<file path="src/common/rx_align_pkg.sv">
/*
 * shared types and constants for the receive sync and word alignment block.
 * assumes decoded 9-bit symbols (k flag + 8-bit code) arrive one per clock when valid.
 */
package rx_align_pkg;

    localparam int unsigned SYM_W = 9;
    localparam int unsigned WORD_SYMS = 4;
    localparam logic [1:0] SLOT_MAX = 2'h3;
    localparam logic [2:0] BAD_LIMIT = 3'h4;
    localparam logic [2:0] GOOD_NEEDED = 3'h4;
    localparam logic [8:0] ERR_FILL_SYM = 9'h100;
    localparam logic [8:0] COMMA_SYM = 9'h1bc;

    typedef enum logic [1:0] {
        SYNC_LOST = 2'b00,
        SYNC_CHECK = 2'b01,
        SYNC_READY = 2'b10
    } sync_state_t;

    typedef struct packed {
        logic valid;
        logic comma;
        logic bad;
        logic [SYM_W-1:0] code;
    } rx_sym_t;

    typedef struct packed {
        logic valid;
        logic [WORD_SYMS*SYM_W-1:0] data;
    } rx_word_t;

    localparam logic [WORD_SYMS*SYM_W-1:0] RX_ERR_WORD = {WORD_SYMS{ERR_FILL_SYM}};

endpackage

</file>
<file path="src/design/rx_sync_word_align.sv">
/*
 * receive synchronisation state machine and four-symbol word alignment for one lane.
 * assumes the decoder below flags bad symbols and forces them to the error filler code,
 * and that the lane layer above takes a word whenever word_out.valid is high.
 */
`timescale 1ns/1ns
// Operation
// sync lost: go to sync check when a comma arrives
// ready: a bad symbol returns the machine to sync check
// sync check: every word passed up is the receive error word
// sync check: more than four bad symbols total leads to sync lost
// sync check: four consecutive good symbols lead to ready
// full reinit in check or ready goes to sync lost
// partial reinit in check or ready restarts sync check
// priority: full reinit, partial reinit, symbol error, good run or realignment
// ready: received words pass unchanged
// ready: word realignment goes straight to sync lost
// words hold exactly four symbols
// earliest received symbol sits in the least significant slot
// far transmitter puts commas only in the lowest slot
// word alignment happens on every comma received
// comma plus next three symbols form the first word, then groups of four
// flag realignment when a comma lands outside the lowest slot
// a word with error filler replaces itself and the previous word
// sync lost: every word passed up is the receive error word
// decoder flags bad symbols and replaces them with the error filler
// counts clear on entry to sync check; a bad symbol clears the good run
// after reset: sync lost, alignment undefined until the first comma
module rx_sync_word_align
    import rx_align_pkg::*;
(
    input wire logic mclk_in,
    input wire logic rst_b_in,
    input wire rx_sym_t sym_in,
    input wire logic full_reinit_command_in,
    input wire logic partial_reinit_command_in,
    output rx_word_t word_out,
    output logic sync_ok_out,
    output logic realign_out
);

    // ====================================================================
    // sync state machine
    sync_state_t state_r, state_nxt;
    logic [2:0] bad_cnt_r, bad_cnt_nxt;
    logic [2:0] good_cnt_r, good_cnt_nxt;
    logic realign_evt;

    always_comb begin
        state_nxt = state_r;
        bad_cnt_nxt = bad_cnt_r;
        good_cnt_nxt = good_cnt_r;
        case (state_r)
            SYNC_LOST: begin
                if (sym_in.valid && sym_in.comma) begin
                    state_nxt = SYNC_CHECK;
                    bad_cnt_nxt = 3'h0;
                    good_cnt_nxt = 3'h0;
                end
            end
            SYNC_CHECK: begin
                if (full_reinit_command_in) begin // see
                    state_nxt = SYNC_LOST;
                end else if (partial_reinit_command_in) begin
                    bad_cnt_nxt = 3'h0;
                    good_cnt_nxt = 3'h0;
                end else if (sym_in.valid && sym_in.bad) begin
                    good_cnt_nxt = 3'h0;
                    if (bad_cnt_r == BAD_LIMIT) begin
                        state_nxt = SYNC_LOST;
                    end else begin
                        bad_cnt_nxt = bad_cnt_r + 3'h1;
                    end
                end else if (sym_in.valid) begin
                    if (good_cnt_r == GOOD_NEEDED - 3'h1) begin
                        state_nxt = SYNC_READY;
                    end else begin
                        good_cnt_nxt = good_cnt_r + 3'h1;
                    end
                end
            end
            SYNC_READY: begin
                if (full_reinit_command_in) begin // see
                    state_nxt = SYNC_LOST;
                end else if (partial_reinit_command_in ||
                             (sym_in.valid && sym_in.bad)) begin // see
                    state_nxt = SYNC_CHECK;
                    bad_cnt_nxt = 3'h0;
                    good_cnt_nxt = 3'h0;
                end else if (realign_evt) begin
                    state_nxt = SYNC_LOST;
                end
            end
            default: begin
                state_nxt = SYNC_LOST;
            end
        endcase
    end

    always_ff @(posedge mclk_in) begin
        if (!rst_b_in) begin
            state_r <= SYNC_LOST;
            bad_cnt_r <= 3'h0;
            good_cnt_r <= 3'h0;
        end else begin
            state_r <= state_nxt;
            bad_cnt_r <= bad_cnt_nxt;
            good_cnt_r <= good_cnt_nxt;
        end
    end

    // ====================================================================
    // word assembly
    // slots are 9-bit lanes of the word; slot 0 is least significant
    logic [SYM_W-1:0] slot_r [WORD_SYMS];
    logic [SYM_W-1:0] slot_nxt [WORD_SYMS];
    logic [1:0] pos_r, pos_nxt;
    logic aligned_r, aligned_nxt;
    logic fill_r, fill_nxt;
    logic sym_fill;
    logic word_done;

    // the comma cannot be trusted to sit at pos 0 until alignment exists
    assign realign_evt = sym_in.valid && sym_in.comma && aligned_r && (pos_r != 2'h0);
    assign sym_fill = sym_in.code == ERR_FILL_SYM;

    always_comb begin
        pos_nxt = pos_r;
        aligned_nxt = aligned_r;
        fill_nxt = fill_r;
        word_done = 1'b0;
        for (int i = 0; i < WORD_SYMS; i++) begin
            slot_nxt[i] = slot_r[i];
        end
        if (sym_in.valid) begin
            if (sym_in.comma) begin // see
                slot_nxt[0] = sym_in.code;
                pos_nxt = 2'h1;
                aligned_nxt = 1'b1;
                fill_nxt = sym_fill;
            end else if (aligned_r) begin
                slot_nxt[pos_r] = sym_in.code;
                fill_nxt = (pos_r == 2'h0) ? sym_fill : (fill_r | sym_fill);
                pos_nxt = pos_r + 2'h1;
                word_done = pos_r == SLOT_MAX;
            end
        end
    end

    always_ff @(posedge mclk_in) begin
        if (!rst_b_in) begin
            pos_r <= 2'h0;
            aligned_r <= 1'b0;
            fill_r <= 1'b0;
            for (int i = 0; i < WORD_SYMS; i++) begin
                slot_r[i] <= '0;
            end
        end else begin
            pos_r <= pos_nxt;
            aligned_r <= aligned_nxt;
            fill_r <= fill_nxt;
            for (int i = 0; i < WORD_SYMS; i++) begin
                slot_r[i] <= slot_nxt[i];
            end
        end
    end

    // ====================================================================
    // one-word hold stage so a later filler can still spoil the previous word
    // trade-off: one word of extra latency buys the backward replacement
    logic [WORD_SYMS*SYM_W-1:0] cur_word;
    logic [WORD_SYMS*SYM_W-1:0] held_r, held_nxt;
    logic held_v_r, held_v_nxt;
    logic held_bad_r, held_bad_nxt;
    logic cur_bad;
    rx_word_t word_r, word_nxt;

    always_comb begin
        cur_word = '0;
        for (int i = 0; i < WORD_SYMS - 1; i++) begin
            cur_word[i*SYM_W +: SYM_W] = slot_r[i];
        end
        cur_word[(WORD_SYMS-1)*SYM_W +: SYM_W] = sym_in.code;
    end

    always_comb begin
        cur_bad = fill_r | sym_fill | (state_r != SYNC_READY); // see see
        held_nxt = held_r;
        held_v_nxt = held_v_r;
        held_bad_nxt = held_bad_r;
        word_nxt = '0;
        if (word_done) begin
            held_nxt = cur_word;
            held_v_nxt = 1'b1;
            held_bad_nxt = cur_bad;
            word_nxt.valid = held_v_r;
            // state at leaving counts too: a word held in ready may leave during check
            // see
            word_nxt.data = (held_bad_r || cur_bad) ? RX_ERR_WORD : held_r;
        end
        if (state_r == SYNC_LOST) begin
            held_bad_nxt = 1'b1;
        end
    end

    always_ff @(posedge mclk_in) begin
        if (!rst_b_in) begin
            held_r <= '0;
            held_v_r <= 1'b0;
            held_bad_r <= 1'b1;
            word_r <= '0;
            realign_out <= 1'b0;
        end else begin
            held_r <= held_nxt;
            held_v_r <= held_v_nxt;
            held_bad_r <= held_bad_nxt;
            word_r <= word_nxt;
            realign_out <= realign_evt;
        end
    end

    assign word_out = word_r;
    assign sync_ok_out = state_r == SYNC_READY;

    // ====================================================================
    // assertions
    int unsigned lost_fill_cnt;
    always_ff @(posedge mclk_in) begin
        if (!rst_b_in) begin
            lost_fill_cnt <= 0;
        end else begin
            lost_fill_cnt <= (state_r == SYNC_LOST) ? lost_fill_cnt + 1 : 0;
        end
    end

    lost_to_check_a: assert property (@(posedge mclk_in) disable iff (!rst_b_in)
        state_r == SYNC_LOST && sym_in.valid && sym_in.comma |=> state_r == SYNC_CHECK)
        else $error("comma did not leave sync lost");
    ready_bad_sym_a: assert property (@(posedge mclk_in) disable iff (!rst_b_in)
        state_r == SYNC_READY && !full_reinit_command_in && sym_in.valid && sym_in.bad
        |=> state_r == SYNC_CHECK)
        else $error("bad symbol in ready did not go to check");
    check_err_word_a: assert property (@(posedge mclk_in) disable iff (!rst_b_in)
        state_r == SYNC_CHECK && word_done |=> !word_out.valid || word_out.data == RX_ERR_WORD)
        else $error("word passed while checking sync");
    bad_limit_a: assert property (@(posedge mclk_in) disable iff (!rst_b_in)
        state_r == SYNC_CHECK && bad_cnt_r == BAD_LIMIT && sym_in.valid && sym_in.bad
        && !full_reinit_command_in && !partial_reinit_command_in |=> state_r == SYNC_LOST)
        else $error("fifth bad symbol did not lose sync");
    good_run_a: assert property (@(posedge mclk_in) disable iff (!rst_b_in)
        $rose(state_r == SYNC_READY) |-> $past(good_cnt_r) == GOOD_NEEDED - 3'h1)
        else $error("ready entered without four good symbols");
    full_reinit_a: assert property (@(posedge mclk_in) disable iff (!rst_b_in)
        full_reinit_command_in && state_r != SYNC_LOST |=> state_r == SYNC_LOST)
        else $error("full reinit ignored");
    partial_reinit_a: assert property (@(posedge mclk_in) disable iff (!rst_b_in)
        partial_reinit_command_in && !full_reinit_command_in && state_r != SYNC_LOST
        |=> state_r == SYNC_CHECK && bad_cnt_r == 3'h0 && good_cnt_r == 3'h0)
        else $error("partial reinit did not restart check");
    realign_lost_a: assert property (@(posedge mclk_in) disable iff (!rst_b_in)
        state_r == SYNC_READY && realign_evt && !full_reinit_command_in
        && !partial_reinit_command_in && !sym_in.bad |=> state_r == SYNC_LOST)
        else $error("realignment in ready kept sync");
    lost_err_word_a: assert property (@(posedge mclk_in) disable iff (!rst_b_in)
        lost_fill_cnt > 0 && word_out.valid |-> word_out.data == RX_ERR_WORD)
        else $error("word passed while sync lost");
    lost_stays_a: assert property (@(posedge mclk_in) disable iff (!rst_b_in)
        state_r == SYNC_LOST && !(sym_in.valid && sym_in.comma) |=> state_r == SYNC_LOST)
        else $error("sync lost left without a comma");
    check_bad_count_a: assert property (@(posedge mclk_in) disable iff (!rst_b_in)
        state_r == SYNC_CHECK && bad_cnt_r != BAD_LIMIT && sym_in.valid && sym_in.bad
        && !full_reinit_command_in && !partial_reinit_command_in
        |=> state_r == SYNC_CHECK && bad_cnt_r == $past(bad_cnt_r) + 3'h1)
        else $error("bad symbol not counted in check");
    check_stay_a: assert property (@(posedge mclk_in) disable iff (!rst_b_in)
        state_r == SYNC_CHECK && good_cnt_r != GOOD_NEEDED - 3'h1
        && sym_in.valid && !sym_in.bad
        && !full_reinit_command_in && !partial_reinit_command_in |=> state_r == SYNC_CHECK)
        else $error("check left before four good symbols");
    both_reinit_a: assert property (@(posedge mclk_in) disable iff (!rst_b_in)
        full_reinit_command_in && partial_reinit_command_in && state_r != SYNC_LOST
        |=> state_r == SYNC_LOST)
        else $error("partial reinit outranked full reinit");
    entry_clear_a: assert property (@(posedge mclk_in) disable iff (!rst_b_in)
        $rose(state_r == SYNC_CHECK) |-> bad_cnt_r == 3'h0 && good_cnt_r == 3'h0)
        else $error("counts not cleared on entry to check");
    bad_clears_run_a: assert property (@(posedge mclk_in) disable iff (!rst_b_in)
        state_r == SYNC_CHECK && sym_in.valid && sym_in.bad && !full_reinit_command_in
        |=> good_cnt_r == 3'h0)
        else $error("bad symbol kept the good run");
    check_out_err_a: assert property (@(posedge mclk_in) disable iff (!rst_b_in)
        word_out.valid && $past(state_r) == SYNC_CHECK |-> word_out.data == RX_ERR_WORD)
        else $error("word left the block while checking sync");
    // no disable here: the reset itself is what is watched
    reset_lost_a: assert property (@(posedge mclk_in)
        !rst_b_in |=> state_r == SYNC_LOST && !aligned_r && !word_out.valid)
        else $error("reset did not clear sync and alignment");

    // ====================================================================
    // assertions on word assembly and the hold stage
    early_drop_a: assert property (@(posedge mclk_in) disable iff (!rst_b_in)
        !aligned_r && sym_in.valid && !sym_in.comma |=> !aligned_r && pos_r == 2'h0)
        else $error("symbol taken before the first comma");
    comma_slot_a: assert property (@(posedge mclk_in) disable iff (!rst_b_in)
        sym_in.valid && sym_in.comma
        |=> aligned_r && pos_r == 2'h1 && slot_r[0] == $past(sym_in.code))
        else $error("comma did not restart the word at slot 0");
    realign_flag_a: assert property (@(posedge mclk_in) disable iff (!rst_b_in)
        realign_evt |=> realign_out)
        else $error("misplaced comma not flagged");
    word_size_a: assert property (@(posedge mclk_in) disable iff (!rst_b_in)
        word_out.valid |-> $past(pos_r) == SLOT_MAX && $past(sym_in.valid)
        && !$past(sym_in.comma))
        else $error("word emitted without four symbols");
    slot_order_a: assert property (@(posedge mclk_in) disable iff (!rst_b_in)
        word_done |=> held_r[SYM_W-1:0] == $past(slot_r[0])
        && held_r[(WORD_SYMS-1)*SYM_W +: SYM_W] == $past(sym_in.code))
        else $error("word slots out of arrival order");
    filler_mark_a: assert property (@(posedge mclk_in) disable iff (!rst_b_in)
        word_done && (fill_r || sym_fill) |=> held_bad_r)
        else $error("word with filler not marked bad");
    filler_prev_a: assert property (@(posedge mclk_in) disable iff (!rst_b_in)
        word_done && held_v_r && (fill_r || sym_fill)
        |=> word_out.valid && word_out.data == RX_ERR_WORD)
        else $error("word before a filler word passed");
    ready_pass_a: assert property (@(posedge mclk_in) disable iff (!rst_b_in)
        state_r == SYNC_READY && word_done && held_v_r && !held_bad_r && !fill_r && !sym_fill
        |=> word_out.valid && word_out.data == $past(held_r))
        else $error("clean word altered in ready");

    // ====================================================================
    // cover properties
    reach_ready_c: cover property (@(posedge mclk_in) disable iff (!rst_b_in)
        state_r == SYNC_CHECK ##1 state_r == SYNC_READY);
    good_word_c: cover property (@(posedge mclk_in) disable iff (!rst_b_in)
        word_out.valid && word_out.data != RX_ERR_WORD);
    realign_c: cover property (@(posedge mclk_in) disable iff (!rst_b_in)
        state_r == SYNC_READY && realign_evt);
    lost_by_check_c: cover property (@(posedge mclk_in) disable iff (!rst_b_in)
        state_r == SYNC_CHECK ##1 state_r == SYNC_LOST);
    filler_word_c: cover property (@(posedge mclk_in) disable iff (!rst_b_in)
        word_done && (fill_r || sym_fill));

endmodule

</file>
<file path="config.mk">
export PLATFORM = sky130hd
export DESIGN_NAME = rx_sync_word_align
export DESIGN_NICKNAME = d
export VERILOG_FILES = /design/src/common/rx_align_pkg.sv /design/src/design/rx_sync_word_align.sv
export SDC_FILE = /design/constraint.sdc
export NUM_CORES = 1
export LEC_CHECK = 0
export BUFFER_PORTS_ARGS = -buffer_cell sky130_fd_sc_hd__buf_2
export CAP_MARGIN = 10
export CORE_ASPECT_RATIO = 1.4
export CORE_MARGIN = 4
export CORE_UTILIZATION = 33
export DETAILED_ROUTE_END_ITERATION = 6
export GPL_TIMING_DRIVEN = 0
export MAX_ROUTING_LAYER = met4
export SYNTH_ARGS = -nofsm -noshare
export SYNTH_HDL_FRONTEND = slang
export SYNTH_SLANG_ARGS = --single-unit
</file>
<file path="constraint.sdc">
create_clock -name mclk_in -period 2.3 [get_ports mclk_in]
set_input_delay 0.23 -clock mclk_in [delete_from_list [all_inputs] [get_ports mclk_in]]
set_output_delay 0.23 -clock mclk_in [all_outputs]
set_load 0.005 [all_outputs]
</file>
# Word-level counts from Yosys, hierarchy flattened
# Memories as Yosys holds them, arrays and structs flattened.
# Cells that the tools add are included.
dict set report totals {
  word_cells 115
  inputBits 16
  register_bits 88
  romBits 0
  out_inout_bits 39
  latchBits 0
  ram_bits 36
  mem_count 1
}
dict set report classes {
  n_shift 0
  n_bitwise 9
  div_mod_pow 0
  n_reduce_logical 20
  n_eq_ne 20
  multipliers 0
  n_lt_le_gt_ge 2
  n_addsub 3
  n_mux 47
}
# memory depth width rd rd_ports_with_merged_regs wr line
set memory_table {}
lappend memory_table {slot_r 4 9 4 0 4 rx_sync_word_align.sv:115} ;# logic [SYM_W-1:0] slot_r [WORD_SYMS];
# op count
set op_table {}
lappend op_table {{36-bit two-way mux} 3}
lappend op_table {{9-bit two-way mux} 6}
lappend op_table {{36-bit bitwise mux} 1}
lappend op_table {{3-bit two-way mux} 12}
lappend op_table {{27-bit two-way mux} 1}
lappend op_table {{2-bit two-way mux} 12}
lappend op_table {{4-bit inequality test, second input constant} 5}
lappend op_table {{9-bit demux with 2-bit select} 1}
lappend op_table {{3-bit one-hot mux with 3 select lines} 2}
lappend op_table {{7-bit AND reduction} 2}
lappend op_table {{9-bit == test, second input constant} 1}
lappend op_table {{3-bit inequality test, second input constant} 3}
lappend op_table {{1-bit two-way mux} 8}
lappend op_table {{2-bit inequality test, second input constant} 4}
lappend op_table {{3-bit by 1-bit adder with 3-bit output, second input constant} 2}
lappend op_table {{1-bit bitwise OR} 6}
lappend op_table {{2-bit one-hot mux with 3 select lines} 1}
lappend op_table {{2-bit AND reduction} 3}
lappend op_table {{6-bit AND reduction} 1}
lappend op_table {{1-bit logical AND} 5}
lappend op_table {{2-bit == test, second input constant} 2}
lappend op_table {{2-bit zero test} 2}
lappend op_table {{4-bit by 2-bit inequality test with 1-bit output, second input constant} 1}
lappend op_table {{2-bit nonzero test} 2}
lappend op_table {{13 further kinds} 15}

# Logic depth before layout (Yosys ltp)
# Gate-level depths: netlist of run 1.
dict set report logic_depth {
  depth_word 10
  mapped_depth 7
  ltp_nobuf 6
}

# Worst setup path before layout of run 1
# OpenSTA, ideal clock, no wires.
dict set report synth_timing {
  kind {register -> register}
  from {reg pos_r[0]}
  to {reg fill_r}
  path_buffers 1
  required_ns 2.172
  stages_incl_launch_ff 8
  slack_ns 0.783
  synth_period_minus_slack_ns 1.517
  setup_time_ns 0.128
  arrival_time_ns 1.389
  cell_sequence {dfxtp_1 inv_1 ha_1 a21o_1 clkbuf_1 nand2_1 a22oi_1 nor2_1}
}
dict set report synth_between {
  elab_chain_cells 4
}
# item line
set synth_lines {}
lappend synth_lines {{start, declared} rx_sync_word_align.sv:117} ;# logic [1:0] pos_r, pos_nxt;
lappend synth_lines {{start signal, assigned} rx_sync_word_align.sv:159} ;# pos_r <= pos_nxt;
lappend synth_lines {{2-bit zero test} rx_sync_word_align.sv:143} ;# fill_nxt = (pos_r == 2'h0) ? sym_fill : (fill_r | sym_fill);
lappend synth_lines {{1-bit two-way mux} rx_sync_word_align.sv:143}
lappend synth_lines {{1-bit two-way mux} rx_sync_word_align.sv:141} ;# end else if (aligned_r) begin
lappend synth_lines {{1-bit two-way mux} rx_sync_word_align.sv:136} ;# if (sym_in.comma) begin
lappend synth_lines {{end signal, assigned} rx_sync_word_align.sv:161} ;# fill_r <= fill_nxt;
lappend synth_lines {{end, declared} rx_sync_word_align.sv:119} ;# logic fill_r, fill_nxt;
# No other way between the ends. The select of a mux whose other input is x is not followed.
# A chain may end at the register's enable or synchronous reset.

# Worst setup path in the final report of run 1
# Ends and elaborated chain as after synthesis.

==> results of run 1 <==
## final cells by class
| type | instances | area [um^2] |
|---|---|---|
| inverters | 9 | 33.8 |
| flip-flops and latches | 115 | 2300 |
| multi-input cells | 318 | 1680 |
| repair buffers | 53 | 265 |
| clock buffers | 23 | 508 |
| clock inverters | 9 | 124 |
| well taps | 150 | 188 |
| fillers | 1228 | 7080 |
| plain buffers | 27 | 128 |
## kinds of logic (layout without fill, tap and decap cells)
family	after synthesis	in the layout	share of synthesized area (%)
AO/OA/AOI/OAI	86	86	11.4
adder cells (fa/ha/maj)	8	8	2.41
buffers and inverters	36	121	3.89
flip-flops	115	115	55.5
multiplexers	7	7	1.72
AND/OR/NAND/NOR	217	217	25.0
## power by group through the flow
stage,logic (uW),registers [uW],clock network (uW)
6_report,135,2020,2740
5_1_grt,150,2020,2880
4_1_cts,135,2020,2780
3_5_place_dp,133,2060,0
3_3_place_gp,131,2060,0
2_1_floorplan,79.0,2060,0
## worst max path at each step
stage | from | endpoint | slack (ns) | cells after the start
global placement | pos_r[0] | fill_r | 0.48 | 7
finish | pos_r[0] | fill_r | 0.40 | 7
CTS | pos_r[0] | fill_r | 0.39 | 7
floorplan | pos_r[0] | fill_r | 0.78 | 7
global route | pos_r[0] | fill_r | 0.15 | 7
detailed placement | pos_r[0] | fill_r | 0.43 | 7
## registers in the layout (all words and copies together) (netlist names), 2 cells and up
signal      cells
bad_cnt_r       3
good_cnt_r      3
held_r         36
pos_r           2
slot_r         27
state_r         2
word_out       37
## per-layer routing
metal,track usage (%),routed length (um),vias up
met5,-,0,-
met4,7.39,291,0
met3,5.50,558,29
met2,23.8,4740,92
met1,14.3,3740,1551
li1,-,-,1688
## cell usage after synthesis, types with 3 or more instances
cell      count
nand2_1     132
buf_4         4
a21oi_1      69
clkbuf_2      3
nor2_1       10
nand3_1      14
buf_1         5
buf_2         6
ha_1          8
o21a_1        6
nand2b_1      5
nor3_1        3
dfxtp_1     115
or2_2         3
inv_1         8
clkbuf_1      9
and2_1       19
and2_2       17
nor4_1        3
mux2i_1       6
## cells in the final DEF (no fill, tap or decap), types with 4 or more instances in the layout
cell type    n
a21oi_1     69
and2_1      19
and2_2      17
buf_1        5
buf_2       59
buf_4        4
clkbuf_1     9
clkbuf_16   17
clkbuf_8     6
clkinv_2     5
dfxtp_1    115
ha_1         8
inv_1        8
mux2i_1      6
nand2_1    132
nand2b_1     5
nand3_1     14
nor2_1      10
o21a_1       6
## metrics by stage
step,instance area [um^2],worst slack (ns),cells
floorplan,4150,0.783,469
global placement,4600,0.483,672
detailed placement,4600,0.426,672
CTS,5230,0.394,704
global route,5230,0.155,704
finish,5230,0.404,704
==> flow_metrics.tcl, run 1 <==
set metrics [dict create \
    outcome "complete, no violations" \
    p_sw_share_pct 19.9 \
    routed_wl_um 9330 \
    fin_nets 565 \
    reg2reg_to "fill_r" \
    cts_resized 0 \
    p_sw_uw 976 \
    ys_warn_count 0 \
    worstSetupPathType "reg -> reg" \
    slew_violations 0 \
    overflow 0 \
    gp_congestion 0.884 \
    max_stage_delay_ns 0.35 \
    start_util_pct 33.7 \
    setup_violations 0 \
    antenna_cells 0 \
    path_clk_slew_ns 0.06 \
    die_h_um 141 \
    io-pin-count 55 \
    power_uw 4890 \
    cts_max_path_buffers 2 \
    critPathTopFamily "buffers and inverters" \
    grt_pass1_vias 3314 \
    max_freq_mhz 528 \
    p_leak_uw 0.00211 \
    synth_nets 493 \
    clock_sinks 115 \
    timing.final.crit_period_ns 1.90 \
    core_mm2 0.0123 \
    worst_slew_pin_slew_ns 0.533 \
    antenna_found_initial 0 \
    worstPathMaxFanout 10 \
    cts_buffers 17 \
    cts_root_buf "clkbuf_16" \
    yosysSeqAreaShare_pct 55.5 \
    rsz0062_at_grt "false" \
    post_cts_buffers 0 \
    netlist.area_leader.share_pct 55.5 \
    rr_worst_depth 7 \
    worst_ep_required_time_ns 2.58 \
    io_buffers 53 \
    htreeDepth 4 \
    insertion_delay_ns 0.41 \
    cts_tree "done" \
    ys_ff_latch 115 \
    crit_arrival_ns 2.18 \
    clockPowerShare_pct 56.0 \
    p_seq_share_pct 41.3 \
    hold_path_depth 2 \
    share_comb_of_total_power_pct 2.8 \
    synthCells 469 \
    rrSetupSlack_ns 0.40 \
    wl_per_cell_um 13.3 \
    ys_types 40 \
    timing.hold.worst.start "full_reinit_command_in" \
    drc_errors 0 \
    power_density_mw_per_mm2 936 \
    row_count 48 \
    vias 3360 \
    postLayoutCoreUtil_pct 42.5 \
    tns_ns 0 \
    slew_headroom_pct 64.4 \
    maxCapViolCount 0 \
    area_growth_pct 26.2 \
    firstDrtPassIters 4 \
    cp-start-kind "register" \
    grt_max_degree 17 \
    yosys_most_used_dff "dfxtp_1" \
    p_int_uw 3920 \
    cp-end-kind "register" \
    fin_skew_ns 0.0111 \
    syn_area_mm2 0.00415 \
    vias_per_cell 4.77 \
    grt_pass1_wl_um 15400 \
    ir_drop_mv 0.508 \
    crit_chain "inv_1 > ha_1 > a21o_1 > clkbuf_1 > nand2_1 > a22oi_1 > nor2_1" \
    die-area_mm2 0.0144 \
    synth_enable_flop_cells 0 \
    hold_viol 0 \
    netlist_top_cells_area "dfxtp_1, nand2_1, a21oi_1" \
    dieWidth_um 103 \
    holdWs_ns 0.0331 \
    syn_avg_cell_area_um2 8.84 \
    cp_num_buf_inv 2 \
    holdCritPathClass "in -> reg" \
    reg2reg_from "pos_r[0]" \
    first_iter_violations 131 \
    drive_gt1_share_pct 22.2 \
    drtAntennaViolNets 0 \
    holdBufCountCts 0 \
    cpMaxStageDelayCell "clkbuf_1" \
    hpwl_um 6710 \
    grt_usage_pct 14.3 \
    synth.largest_area_cell "dfxtp_1" \
    synthArstFlopShare_pct 0 \
    hold_end "state_r[1]" \
    final.period_utilization_pct 82.4 \
]
(Power assumes the default switching activity.)
==> run 2: changes to the inputs <==
clock period = 1.8 ns   (was 2.3 ns; I/O delays follow)
==> run 2 against run 1 <==
Against the previous run: critical path depth down 1; via count grew 0.12%; clock-buffer cell count did not move; non-clock buffer count increased by 2; utilization grew 0.33 points; routed wire length fell by 0.27%; sequential cell count is the same; critical path type unchanged; largest cell class unchanged.
==> flow_metrics.tcl, run 2 (same netlist as run 1, synthesis figures left out) <==
set metrics [dict create \
    outcome "complete, no violations" \
    cts_tree "done" \
    setup_violations 0 \
    insertion_delay_ns 0.41 \
    rsz0062_at_grt "false" \
    first_iter_violations 161 \
    dieWidth_um 103 \
    fin_nets 567 \
    largest_reg_flops 37 \
    power_uw 6250 \
    grt.busiest_layer "met2" \
    cpMaxStageDelayCell "dfxtp_2" \
    vias_per_cell 4.76 \
    layout_commonest_cell "nand2_1" \
    timing.final.crit_period_ns 1.68 \
    antenna_found_initial 0 \
    vias 3364 \
    critPathTopFamily "simple AND/OR/NAND/NOR gates" \
    worst_slew_pin_slew_ns 0.520 \
    antenna_cells 0 \
    gp_congestion 0.884 \
    firstDrtPassIters 4 \
    slew_headroom_pct 65.3 \
    holdCritPathClass "in -> reg" \
    drive_gt1_share_pct 23.4 \
    overflow 0 \
    holdWs_ns 0.0818 \
    wl_per_cell_um 13.2 \
    crit_arrival_ns 2.03 \
    max_stage_delay_ns 0.36 \
    finalWorstSetupSlack_ns 0.118 \
    io-pin-count 55 \
    mostFrequentLayoutCells "nand2_1, dfxtp_1, a21oi_1" \
    max_freq_mhz 594 \
    drc_errors 0 \
    fin_cells 706 \
    use_met3_pct 5.30 \
    gr-usage-met1_pct 14.6 \
    htreeDepth 4 \
    cp-end-kind "register" \
    fin_skew_ns 0.00657 \
    worstPathMaxFanout 10 \
    io_buffers 53 \
    worst_ep_required_time_ns 2.15 \
    hold_viol 0 \
    final.period_utilization_pct 93.5 \
    start_util_pct 33.7 \
    n_fill_cell 1222 \
    crit_top_cell "buf_4" \
    place_ws_ns -0.0742 \
    hpwl_um 6710 \
    area_growth_pct 27.1 \
    cts_buffers 17 \
    die-area_mm2 0.0144 \
    slew_violations 0 \
    cts_root_buf "clkbuf_16" \
    die_h_um 141 \
    path_clk_slew_ns 0.05 \
    grt_pass1_wl_um 15500 \
    grt_max_degree 17 \
    worstSetupPathType "reg -> reg" \
    dp.cells 672 \
    drtAntennaViolNets 0 \
    power_density_mw_per_mm2 1190 \
    crit_chain "nand2b_4 > or3_4 > nor4_4 > buf_4 > buf_4 > and2_2" \
    timing.hold.worst.start "sym_in[8]" \
    grt_pass1_vias 3323 \
    core_mm2 0.0123 \
    ir_drop_mv 0.650 \
    cp_num_buf_inv 2 \
    clock_sinks 115 \
    routed_wl_um 9310 \
    cts_max_path_buffers 2 \
    maxCapViolCount 0 \
    use_met2_pct 23.8 \
    grt_usage_pct 14.4 \
    reg2reg_from "state_r[0]" \
    cp-start-kind "register" \
    row_count 48 \
    crit_start "state_r[0]" \
    p_leak_uw 0.00213 \
]
[run 2: path summary, 6_finish.rpt]
path	end	slack (ns)	cells after the start
setup reg to reg	word_out[13]	0.12	6
setup / recovery	word_out[13]	0.12	6
hold / removal	held_r[35]	0.08	3
hold reg to reg	held_r[6]	0.45	2
[run 2: final cells by class]
type                       instances  area [um^2]  share of cell area [%]
inverter                           9         33.8                   0.641
sequential                       115         2300                    43.7
multi-input combinational        318         1690                    32.1
tap                              150          188                    3.56
timing repair buffer              56          290                    5.51
clock buffer                      23          508                    9.64
buffer                            26          133                    2.52
clock inverter                     9          124                    2.35
[run 2: worst min-delay path, delay by kind of cell]
family | cells | cell delay [ns]
buffers and inverters | 1 | 0.14
AND/OR/NAND/NOR | 1 | 0.06
AO/OA/AOI/OAI | 1 | 0.05
[run 2: power breakdown]
part | switching, uW | internal, uW | total, uW
Clock | 1110 | 2380 | 3500
Combinational | 119 | 55.8 | 175
Sequential | 13.4 | 2570 | 2580
[run 2: what timing repair did]
item | 4_1_cts | 5_1_grt
setup endpoints to repair | 15 | 41
buffers inserted | 2 | 0
gates cloned | 0 | 0
endpoints found under the hold margin | 1 | 0
hold buffers | 1 | 0
resized for setup | 2 | 11
pin swaps | 1 | 0
[run 2: through the flow]
| stage | instance area, um^2 | setup TNS [ns] | util (%) |
|---|---|---|---|
| after floorplan | 4150 | 0 | - |
| after global placement | 4600 | -0.0166 | 37.3 |
| after detailed placement | 4600 | -0.102 | 37.3 |
| after CTS | 5260 | 0 | 42.7 |
| after global routing | 5270 | 0 | 42.8 |
| final | 5270 | 0 | 42.8 |
[run 2: layer usage]
layer,routed length [um],up-vias
met5,0,-
met4,297,0
met3,580,27
met2,4690,93
met1,3740,1549
li1,-,1695
==> run 3: changes to the inputs <==
HOLD_SLACK_MARGIN = 0.15   (was default)
==> run 3 against run 2 <==
Against the previous run: sequential share of layout area shrank 0.97 points; routed wire length increased by 1.4%; clock power barely moved; combinational power grew 11%; highest routed layer unchanged.
==> flow_metrics.tcl, run 3 (same netlist as run 1, synthesis figures left out) <==
set metrics [dict create \
    worstSetupPathType "in -> reg" \
    drc_errors 0 \
    p_leak_uw 0.00217 \
    hold_viol 0 \
    grt_pass1_vias 3355 \
    setup_violations 0 \
    drive_gt1_share_pct 23.3 \
    routed_wl_um 9440 \
    io-pin-count 55 \
    overflow 0 \
    ir_drop_mv 0.650 \
    holdCritPathClass "in -> reg" \
    first_iter_violations 141 \
    row_count 48 \
    worst_ep_required_time_ns 2.10 \
    max_freq_mhz 587 \
    largest_reg_flops 37 \
    die-area_mm2 0.0144 \
    cp-end-kind "register" \
    insertion_delay_ns 0.41 \
    fin_cells 717 \
    maxCapViolCount 0 \
    vias_per_cell 4.74 \
    start_util_pct 33.7 \
    grt_pass1_wl_um 15600 \
    slew_violations 0 \
    slew_headroom_pct 64.4 \
    crit_arrival_ns 2.00 \
    area_growth_pct 30.0 \
    core_mm2 0.0123 \
    io_buffers 53 \
    die_h_um 141 \
    path_clk_slew_ns 0.05 \
    tns_ns 0 \
    outcome "complete, no violations" \
    gp_congestion 0.884 \
    cts_tree "done" \
    drtAntennaViolNets 0 \
    cts_root_buf "clkbuf_16" \
    hpwl_um 6710 \
    layout_commonest_cell "nand2_1" \
    htreeDepth 4 \
    clock_sinks 115 \
    cp-start-kind "input pin" \
    power_density_mw_per_mm2 1160 \
    rsz0062_at_grt "false" \
    antenna_found_initial 0 \
    vias 3397 \
    worst_slew_pin_slew_ns 0.534 \
    cts_buffers 17 \
    dp.cells 672 \
    cts_max_path_buffers 2 \
    mostFrequentLayoutCells "nand2_1, dfxtp_1, a21oi_1" \
    firstDrtPassIters 4 \
    n_fill_cell 1205 \
    holdWs_ns 0.200 \
    fin_nets 578 \
    grt_usage_pct 14.5 \
    power_uw 6280 \
    antenna_cells 0 \
    finalWorstSetupSlack_ns 0.0972 \
    timing.final.crit_period_ns 1.70 \
    fin_skew_ns 0.00783 \
    wl_per_cell_um 13.2 \
    place_ws_ns -0.0742 \
    dieWidth_um 103 \
    worstPathMaxFanout 10 \
    final.period_utilization_pct 94.6 \
    grt_max_degree 17 \
]
==> run 3: path summary, 6_finish.rpt <==
path | start | endpoint | slack [ns] | cells past startpoint
max reg2reg | state_r[0] | word_out[13] | 0.11 | 6
max | sym_in[4] | word_out[13] | 0.1 | 8
min reg2reg | held_r[6] | held_r[6] | 0.45 | 2
min | partial_reinit_command_in | state_r[1] | 0.20 | 4
==> run 3: power by group <==
group          internal (uW)  switching, uW
combinational           71.7            124
clock                   2380           1110
sequential              2570           13.7
total                   5020           1250
==> run 3: through the flow <==
| stage | util, % | cell area, um^2 |
|---|---|---|
| detailed placement | 37.3 | 4600 |
| finish | 43.8 | 5390 |
| global placement | 37.3 | 4600 |
| CTS | 43.6 | 5370 |
| floorplan | - | 4150 |
| global route | 43.8 | 5390 |
==> run 3: final cells by class <==
cell class	count	area [um^2]	share of cell area [%]
sequential	115	2300	42.7
multi-input combinational	318	1700	31.5
clock buffer	23	508	9.42
timing repair buffer	68	408	7.57
tap	150	188	3.48
buffer	25	128	2.37
clock inverter	9	124	2.30
inverter	9	33.8	0.627
==> run 3: worst max-delay path, cell delays in order <==
cell and delay (ns):
dlygate4sd3_1 0.53, buf_2 0.18, nor4_2 0.23, and4b_2 0.30
nor4_4 0.05, buf_4 0.16, buf_4 0.17, and2_2 0.19
==> run 3: what timing repair did <==
item | in CTS | in global routing
pin swaps | 1 | 1
resized for setup | 2 | 13
endpoints found under the hold margin | 39 | 0
setup endpoints to repair | 15 | 53
buffers inserted | 2 | 1
hold buffers | 12 | 0
==> run 3: layer usage <==
layer  GRT usage, %  vias up  share of wire (%)  wire length (um)
met1           14.9     1560                 40              3820
met3           5.10       28                6.0               564
met5              -        -                  0                 0
li1               -     1714                  -                 -
met4           7.05        0                3.2               306
met2           24.2       95                 50              4750
